<file path="src/bcl_map.vh">
// register map constants for the bridge command low byte block
// assumes an axi4-lite slave with 32-bit data and word-aligned registers
// Overview of operation
// RULE1: stepping enable bit 7 is hardwired zero; no stepping is ever done
// RULE2: parity response enable bit 6 always reads zero
// RULE3: memory write and invalidate bit 4 reads zero, writes ignored
// RULE4: special cycle enable bit 3 reads zero, writes ignored
// RULE5: master enable clear (reset) ignores all secondary frame cycles
// RULE6: master enable set accepts frame cycles only on a decode hit
// RULE7: master enable never gates sideband or pipe queued requests
// RULE8: memory window enable clear decodes no memory space
// RULE9: memory enable set decodes memory, prefetch and legacy vga windows
// RULE10: io window enable clear decodes no io space
// RULE11: io enable set decodes range between io base and io limit
// RULE12: reserved bit 5 reads zero and writes have no effect
`ifndef BCL_MAP_VH
`define BCL_MAP_VH
`define BCL_OFF_CMD 12'h004
`define BCL_OFF_MEMWIN 12'h020
`define BCL_OFF_PBASE 12'h024
`define BCL_OFF_IOWIN 12'h01c
`define BCL_OFF_STAT 12'h040
`define BCL_BIT_IO 0
`define BCL_BIT_MEM 1
`define BCL_BIT_MST 2
`define BCL_CMD_RST 3'h0
`define BCL_IO_BASE_RST 8'hf0
`define BCL_IOLIM_RST 8'h00
`define BCL_MEMBASE_RST 16'hfff0
`define BCL_MLIM_RST 16'h0000
`define BCL_RESP_OK 2'h0
`define BCL_RESP_ERR 2'h2
`define BCL_VGA_LO 32'h000a0000
`define BCL_VGA_HI 32'h000bffff
`endif

</file>
<file path="src/bcl_win.v">
// one inclusive address window compare, gated by its enable
// assumes base and limit already expanded to full byte addresses
`timescale 1ns/1ps
`default_nettype none
module bcl_win #(
    parameter AW = 32
) (
    input wire en_in,
    input wire [AW-1:0] addr_in,
    input wire [AW-1:0] lo_in,
    input wire [AW-1:0] hi_in,
    output wire hit_out
);
    // limit below base gives an empty window, as software expects
    assign hit_out = en_in && (addr_in >= lo_in) && (addr_in <= hi_in);
endmodule
`default_nettype wire

</file>
<file path="src/bcl_decode.v">
// window decoder: memory, prefetch, vga and io ranges
// assumes window registers held in bridge header format
`timescale 1ns/1ps
`default_nettype none
module bcl_decode (
    input wire mem_en_in,
    input wire io_en_in,
    input wire [31:0] addr_in,
    input wire is_io_in,
    input wire [15:0] mem_base_in,
    input wire [15:0] mem_limit_in,
    input wire [15:0] pbase_in,
    input wire [15:0] plimit_in,
    input wire [7:0] io_base_in,
    input wire [7:0] io_limit_in,
    output wire hit_out
);
    `include "bcl_map.vh"
    wire [3:0] hits;
    wire mem_q;
    wire io_q;
    assign mem_q = mem_en_in && !is_io_in; // RULE8
    assign io_q = io_en_in && is_io_in; // RULE10
    // memory windows are 1 MiB granular, io windows 4 KiB in 64 KiB space
    bcl_win u_mem (
        .en_in(mem_q),
        .addr_in(addr_in),
        .lo_in({mem_base_in[15:4], 20'h00000}),
        .hi_in({mem_limit_in[15:4], 20'hfffff}),
        .hit_out(hits[0])
    ); // RULE9
    bcl_win u_pre (
        .en_in(mem_q),
        .addr_in(addr_in),
        .lo_in({pbase_in[15:4], 20'h00000}),
        .hi_in({plimit_in[15:4], 20'hfffff}),
        .hit_out(hits[1])
    ); // RULE9
    bcl_win u_vga (
        .en_in(mem_q),
        .addr_in(addr_in),
        .lo_in(`BCL_VGA_LO),
        .hi_in(`BCL_VGA_HI),
        .hit_out(hits[2])
    ); // RULE9
    bcl_win u_io (
        .en_in(io_q),
        .addr_in(addr_in),
        .lo_in({16'h0000, io_base_in[7:4], 12'h000}),
        .hi_in({16'h0000, io_limit_in[7:4], 12'hfff}),
        .hit_out(hits[3])
    ); // RULE11
    assign hit_out = |hits;
endmodule
`default_nettype wire

</file>
<file path="src/bcl_top.v">
// bridge command low byte: axi4-lite registers and secondary cycle gating
// assumes one outstanding write and read per axi4-lite rules
`timescale 1ns/1ps
`default_nettype none
module bcl_top (
    input wire clk_in,
    input wire srst_in,
    input wire [11:0] s_axi_awaddr,
    input wire s_axi_awvalid,
    output wire s_axi_awready,
    input wire [31:0] s_axi_wdata,
    input wire [3:0] s_axi_wstrb,
    input wire s_axi_wvalid,
    output wire s_axi_wready,
    output reg [1:0] s_axi_bresp,
    output reg s_axi_bvalid,
    input wire s_axi_bready,
    input wire [11:0] s_axi_araddr,
    input wire s_axi_arvalid,
    output wire s_axi_arready,
    output reg [31:0] s_axi_rdata,
    output reg [1:0] s_axi_rresp,
    output reg s_axi_rvalid,
    input wire s_axi_rready,
    input wire frame_req_in,
    input wire [31:0] frame_addr_in,
    input wire frame_io_in,
    input wire side_req_in,
    output reg frame_claim_out,
    output reg frame_abort_out,
    output reg side_accept_out,
    output wire stepping_out,
    output wire parity_report_out
);
    `include "bcl_map.vh"
    // ==============================================
    // register state
    reg [2:0] cmd_reg;
    reg [15:0] mem_base_reg;
    reg [15:0] mem_limit_reg;
    reg [15:0] pbase_reg;
    reg [15:0] plimit_reg;
    reg [7:0] io_base_reg;
    reg [7:0] io_limit_reg;
    reg [11:0] awaddr_reg;
    reg aw_held_reg;
    reg [31:0] wdata_reg;
    reg [3:0] wstrb_reg;
    reg w_held_reg;
    reg [7:0] claims_reg;
    reg [7:0] aborts_reg;
    wire [15:0] cmd_word;
    wire dec_hit;

    function [31:0] bcl_merge;
        input [31:0] old_v;
        input [31:0] new_v;
        input [3:0] strb;
        integer i;
        begin
            for (i = 0; i < 4; i = i + 1) begin
                bcl_merge[i*8 +: 8] = strb[i] ? new_v[i*8 +: 8]
                                              : old_v[i*8 +: 8];
            end
        end
    endfunction

    function bcl_known;
        input [11:0] a;
        begin
            bcl_known = (a == `BCL_OFF_CMD) || (a == `BCL_OFF_MEMWIN) ||
                        (a == `BCL_OFF_PBASE) || (a == `BCL_OFF_IOWIN) ||
                        (a == `BCL_OFF_STAT);
        end
    endfunction

    // bits 15:8 and 7:3 read zero whatever is written
    assign cmd_word = {13'h0000, cmd_reg}; // RULE1 RULE2 RULE3 RULE4 RULE12
    assign stepping_out = 1'b0; // RULE1
    assign parity_report_out = 1'b0; // RULE2

    // ==============================================
    // write channel
    assign s_axi_awready = !aw_held_reg && !s_axi_bvalid;
    assign s_axi_wready = !w_held_reg && !s_axi_bvalid;
    wire aw_have = aw_held_reg || (s_axi_awvalid && s_axi_awready);
    wire w_have = w_held_reg || (s_axi_wvalid && s_axi_wready);
    wire [11:0] wa = aw_held_reg ? awaddr_reg : s_axi_awaddr;
    wire [31:0] wd = w_held_reg ? wdata_reg : s_axi_wdata;
    wire [3:0] ws = w_held_reg ? wstrb_reg : s_axi_wstrb;
    wire do_wr = aw_have && w_have && !s_axi_bvalid;
    wire [31:0] m_cmd = bcl_merge({16'h0000, cmd_word}, wd, ws);
    wire [31:0] m_mem = bcl_merge({mem_limit_reg, mem_base_reg}, wd, ws);
    wire [31:0] m_pre = bcl_merge({plimit_reg, pbase_reg}, wd, ws);
    wire [31:0] m_io = bcl_merge({16'h0000, io_limit_reg, io_base_reg},
                                 wd, ws);

    always @(posedge clk_in) begin
        if (srst_in) begin
            aw_held_reg <= 1'b0;
            w_held_reg <= 1'b0;
            awaddr_reg <= 12'h000;
            wdata_reg <= 32'h00000000;
            wstrb_reg <= 4'h0;
            s_axi_bvalid <= 1'b0;
            s_axi_bresp <= `BCL_RESP_OK;
            cmd_reg <= `BCL_CMD_RST; // RULE5
            mem_base_reg <= `BCL_MEMBASE_RST;
            mem_limit_reg <= `BCL_MLIM_RST;
            pbase_reg <= `BCL_MEMBASE_RST;
            plimit_reg <= `BCL_MLIM_RST;
            io_base_reg <= `BCL_IO_BASE_RST;
            io_limit_reg <= `BCL_IOLIM_RST;
        end else begin
            if (s_axi_bvalid && s_axi_bready) begin
                s_axi_bvalid <= 1'b0;
            end
            if (do_wr) begin
                aw_held_reg <= 1'b0;
                w_held_reg <= 1'b0;
                s_axi_bvalid <= 1'b1;
                s_axi_bresp <= bcl_known(wa) ? `BCL_RESP_OK : `BCL_RESP_ERR;
                case (wa)
                    `BCL_OFF_CMD: begin
                        // only the three enables are storage
                        cmd_reg <= m_cmd[2:0]; // RULE3 RULE4 RULE12
                    end
                    `BCL_OFF_MEMWIN: begin
                        mem_base_reg <= {m_mem[15:4], 4'h0};
                        mem_limit_reg <= {m_mem[31:20], 4'h0};
                    end
                    `BCL_OFF_PBASE: begin
                        pbase_reg <= {m_pre[15:4], 4'h0};
                        plimit_reg <= {m_pre[31:20], 4'h0};
                    end
                    `BCL_OFF_IOWIN: begin
                        io_base_reg <= {m_io[7:4], 4'h0};
                        io_limit_reg <= {m_io[15:12], 4'h0};
                    end
                    default: begin
                    end
                endcase
            end else begin
                if (s_axi_awvalid && s_axi_awready) begin
                    aw_held_reg <= 1'b1;
                    awaddr_reg <= s_axi_awaddr;
                end
                if (s_axi_wvalid && s_axi_wready) begin
                    w_held_reg <= 1'b1;
                    wdata_reg <= s_axi_wdata;
                    wstrb_reg <= s_axi_wstrb;
                end
            end
        end
    end

    // ==============================================
    // read channel
    assign s_axi_arready = !s_axi_rvalid;
    reg [31:0] rd_next;
    always @* begin
        case (s_axi_araddr)
            `BCL_OFF_CMD: rd_next = {16'h0000, cmd_word};
            `BCL_OFF_MEMWIN: rd_next = {mem_limit_reg, mem_base_reg};
            `BCL_OFF_PBASE: rd_next = {plimit_reg, pbase_reg};
            `BCL_OFF_IOWIN: rd_next = {16'h0000, io_limit_reg, io_base_reg};
            `BCL_OFF_STAT: rd_next = {16'h0000, aborts_reg, claims_reg};
            default: rd_next = 32'h00000000;
        endcase
    end

    always @(posedge clk_in) begin
        if (srst_in) begin
            s_axi_rvalid <= 1'b0;
            s_axi_rdata <= 32'h00000000;
            s_axi_rresp <= `BCL_RESP_OK;
        end else if (s_axi_arvalid && s_axi_arready) begin
            s_axi_rvalid <= 1'b1;
            s_axi_rdata <= rd_next;
            s_axi_rresp <= bcl_known(s_axi_araddr) ? `BCL_RESP_OK
                                                   : `BCL_RESP_ERR;
        end else if (s_axi_rready) begin
            s_axi_rvalid <= 1'b0;
        end
    end

    // ==============================================
    // secondary cycle gating
    bcl_decode u_dec (
        .mem_en_in(cmd_reg[`BCL_BIT_MEM]),
        .io_en_in(cmd_reg[`BCL_BIT_IO]),
        .addr_in(frame_addr_in),
        .is_io_in(frame_io_in),
        .mem_base_in(mem_base_reg),
        .mem_limit_in(mem_limit_reg),
        .pbase_in(pbase_reg),
        .plimit_in(plimit_reg),
        .io_base_in(io_base_reg),
        .io_limit_in(io_limit_reg),
        .hit_out(dec_hit)
    );

    wire claim_now = frame_req_in && cmd_reg[`BCL_BIT_MST] && dec_hit;

    // counters saturate so a busy bus cannot wrap them back to zero
    always @(posedge clk_in) begin
        if (srst_in) begin
            frame_claim_out <= 1'b0;
            frame_abort_out <= 1'b0;
            side_accept_out <= 1'b0;
            claims_reg <= 8'h00;
            aborts_reg <= 8'h00;
        end else begin
            frame_claim_out <= claim_now; // RULE6
            frame_abort_out <= frame_req_in && !claim_now; // RULE5
            side_accept_out <= side_req_in; // RULE7
            if (claim_now && claims_reg != 8'hff) begin
                claims_reg <= claims_reg + 8'h01;
            end
            if (frame_req_in && !claim_now && aborts_reg != 8'hff) begin
                aborts_reg <= aborts_reg + 8'h01;
            end
        end
    end
endmodule
`default_nettype wire

</file>
<file path="config.mk">
export PLATFORM = sky130hd
export DESIGN_NAME = bcl_top
export DESIGN_NICKNAME = d
export VERILOG_FILES = /design/src/bcl_win.v /design/src/bcl_decode.v /design/src/bcl_top.v
export VERILOG_INCLUDE_DIRS = /design/src
export SDC_FILE = /design/constraint.sdc
export NUM_CORES = 1
export LEC_CHECK = 0
export BUFFER_PORTS_ARGS = -buffer_cell sky130_fd_sc_hd__buf_2
export CORE_MARGIN = 1.5
export CORE_UTILIZATION = 63
export CTS_BUF_LIST = sky130_fd_sc_hd__clkbuf_4 sky130_fd_sc_hd__clkbuf_8
export DETAILED_ROUTE_END_ITERATION = 10
export PLACE_DENSITY = 0.95
export REMOVE_ABC_BUFFERS = 1
export SETUP_SLACK_MARGIN = 0.1
export SYNTH_ARGS = -nofsm -noshare
export SYNTH_HDL_FRONTEND = slang
export SYNTH_SLANG_ARGS = --single-unit
export TNS_END_PERCENT = 20
</file>
<file path="constraint.sdc">
create_clock -name clk_in -period 8.2 [get_ports clk_in]
set_clock_uncertainty 0.05 [all_clocks]
set_input_delay 1.64 -clock clk_in [delete_from_list [all_inputs] [get_ports clk_in]]
set_output_delay 1.64 -clock clk_in [all_outputs]
set_load 0.1 [all_outputs]
</file>
==> out/summary.txt <==
==================================================================================
Total Wirelength                                                           21.8 mm
Post-Syn Area                                                          0.00822 mm2
Source-to-sink clock delay at the later pin of the worst-skew pair         0.47 ns
Final hold violations                                                            0
Sequence of cells on the critical path                                buf_2 > ha_1 > nand4_1 > nor3_1 > a221oi_1 > o21ai_0 > o2bb2a_1 > nor3_1 > nor2_1 > mux2_2
Register clock-pin slew on the reported worst setup and hold paths         0.08 ns
Initial DRT Pass Iterations                                                      5
Share of the synthesized area in compound gates (AO/OA/AOI/OAI)              16.3%
Reg-to-reg endpoint                                                   pbase_reg[11]
DRC violation count after routing                                                0
Slack of the worst reg-to-reg path                                         4.84 ns
Wire length of the first global-routing pass                               34.4 mm
Gate family responsible for the most delay along the worst path       simple AND/OR/NAND/NOR gates
Flip-flop count of the largest register, all copies and words added             28
Number of enable flip-flop cells after synthesis                                 0
Number of levels in the clock H-tree                                             4
Peak VDD IR                                                               0.113 mV
Area growth, synth to finish                                                 13.7%
Biggest cell delay along the critical path                                 0.95 ns
Netlist cell types                                                              55
Sequential element share of the synthesized area                             37.8%
Max Fanout on Critical Path                                                     11
Share of synthesized area spent on multiplexers                              9.24%
Class of the most critical setup path                                    in -> reg
Clock Tree Root                                                           clkbuf_8
Horiz. Die Dim                                                              117 um
Drt wl/cell                                                                16.6 um
Area post-placement                                                    0.00895 mm2
Post-route minimum period                                                  4.25 ns
Yosys reg bits                                                                 155
Starting utilization of the core area                                        64.8%
Simple-gate area share of the yosys netlist                                  21.8%
Hold depth                                                                       2
Vias after detailed routing                                                   7972
Number of clock sinks                                                          155
Clock tree from TritonCTS                                                     done
Final ANT Viol Nets                                                              0
Core utilization of the finished layout                                      73.7%
Power share of the combinational group                                       14.1%
Most frequent cell after synthesis                                         dfxtp_1
Warning count from the yosys run                                                 0
Initial DRC count                                                              938
Postcts setup bufs                                                               0
Largest net degree at the start of global routing                               71
Resized cells post-CTS                                                           0
Adder and majority gate portion of the synthesized area                      8.83%
Number of buffers inserted during clock tree synthesis                          17
Ys flop type                                                               dfxtp_1
Slew at the pin closest to its max-slew limit                              1.19 ns
I/O pin cnt                                                                    148
Startpoint of the most critical hold path                             s_axi_rdata[3]
R2r startpoint                                                         aw_held_reg
R2r worst-path depth                                                             8
CP dominant cell by count                                                   nor3_1
Antenna violations before repair                                                 2
Overflow left after global routing                                               0
Post-Route Setup TNS                                                          0 ns
Cell Rows                                                                       41
Internal cell power                                                        1.14 mW
Max-cap violations                                                               0
Portion of total power attributed to sequential cells                        49.6%
CP Capture Type                                                               flop
Hold slack final                                                          0.399 ns
Synthesized-area fraction occupied by xor and xnor cells                    0.213%
Final weighted congestion in routability-driven placement                    0.918
Element type at the critical path start                                 input port
Global-route total usage across every layer                                  32.2%
Area share of the largest cell type after synthesis                          37.8%
Hold-fix buffer count after cts                                                  0
Largest area contributor in the synthesized netlist                        dfxtp_1
Post-layout instance area                                              0.00934 mm2
Arrival time of the worst setup path                                       4.55 ns
Cells taking the most area after synthesis                            dfxtp_1 (38%), ha_1 (8.8%), a21oi_1 (6.9%), nand2_1 (6.5%), nor2_1 (6.2%)
Number of buffer cells added on primary ports                                  134
Sw frac                                                                      27.6%
Max Fclk                                                                 0.235 GHz
Clock power frac                                                             36.3%
Type of the worst min-delay path                                        reg -> reg
Crit path max-delay cell type                                               nor3_1
Net switching power                                                         433 uW
End of the worst hold path                                            s_axi_rdata[3]
Standard cell core area                                                 0.0127 mm2
Average cell area after synthesis                                         8.10 um2
Cell types with the highest counts after synthesis                    dfxtp_1 (155), nand2_1 (143), nor2_1 (135)
Combinational family with the most area after synthesis               simple AND/OR/NAND/NOR gates
Final setup violation count                                                      0
Nets                                                                          1285
Required time at the worst-slack endpoint                                  8.50 ns
RSZ-0062 raised after global routing                                            no
Vertical die dimension                                                      117 um
Number of max-slew violations in the final report                                0
Status                                                                finished clean
DP Wirelength                                                              15.3 mm
Async SR Flop Fraction                                                          0%
Post-route clock period utilization                                          51.8%
CTS max path bufs                                                                2
Via density per instance                                                      6.09
Die outline area                                                        0.0137 mm2
Number of buffers and inverters on the critical path                             1
Total leakage power                                                        4.12 nW
Headroom to the max-slew limit                                               20.2%
Via count of the first global-routing pass                                    7416
Share of cells above drive strength 1                                        18.3%
Cell Pwr Density                                                        168 mW/mm2
Cells after Synth                                                             1015
==================================================================================
worst max path at each step:
stage | startpoint | endpoint | cells past startpoint
4_1_cts | frame_addr_in[30] | aborts_reg[2] | 10
3_5_place_dp | frame_addr_in[30] | claims_reg[0] | 10
3_3_place_gp | frame_addr_in[30] | claims_reg[0] | 10
5_1_grt | frame_addr_in[30] | claims_reg[0] | 10
6_report | frame_addr_in[30] | claims_reg[0] | 10
2_1_floorplan | s_axi_araddr[9] | s_axi_rdata[12] | 7
power groups by stage:
stage	sequential, mW	clock, mW	combinational, mW
floorplan	0.814	0	0.119
global placement	0.795	0	0.210
detailed placement	0.796	0	0.217
CTS	0.778	0.576	0.219
global route	0.781	0.607	0.240
finish	0.779	0.571	0.221
placed cells by master (no fill, tap or decap), drive strengths merged, types with 5 or more instances in the layout:
cell	synthesis	routed
dfxtp	155	155
nand2	143	143
buf	11	141
nor2	135	135
a21oi	114	114
inv	59	59
ha	58	58
mux2i	41	41
mux2	31	31
a211oi	29	29
clkbuf	46	23
nand3	22	22
o21ai	19	19
a22oi	16	16
nand4	16	16
nor4	15	15
nor3	14	14
nor2b	12	12
a222oi	12	12
conb	1	8
or4	7	7
or3	6	6
clkinv	1	6
nor3b	5	5
nand3b	5	5
cell type report:
type	count	area (um2)
inverter	60	225
fill	900	3330
tap	172	215
sequential	155	3100
timing repair buffer	141	726
multi-input combinational	750	4680
antenna	1	2.50
clock inverter	8	92.6
clock buffer	23	298
worst register-to-register path: cells and delay by family, from the launching register on:
| kind | cells | cell delay [ns] |
|---|---|---|
| and+or+nand+nor | 5 | 1.42 |
| DFF | 1 | 0.59 |
| AOI/OAI and AO/OA | 2 | 0.88 |
| muxes | 1 | 0.29 |
kinds of logic after synthesis:
group	Yosys count
and+or+nand+nor	395
AOI/OAI and AO/OA	215
DFF	155
buffers and inverters	117
muxes	72
adders and majority gates	58
xor gates and xnor gates	2
other	1
per-layer routing:
metal  GRT usage (%)  wire (um)
met5               0          0
met4            16.8        701
met3            6.95       1920
met1            40.3       8980
met2            52.2      10200
metrics by stage:
step / worst slack [ns] / instances / power [mW]
6_report: 3.95 / 1310 / 1.57
4_1_cts: 4.00 / 1309 / 1.57
5_1_grt: 3.79 / 1310 / 1.63
2_1_floorplan: 3.87 / 965 / 0.933
3_3_place_gp: 3.57 / 1278 / 1.01
3_5_place_dp: 3.51 / 1278 / 1.01
No activity file was read; power rests on OpenSTA's default activity.
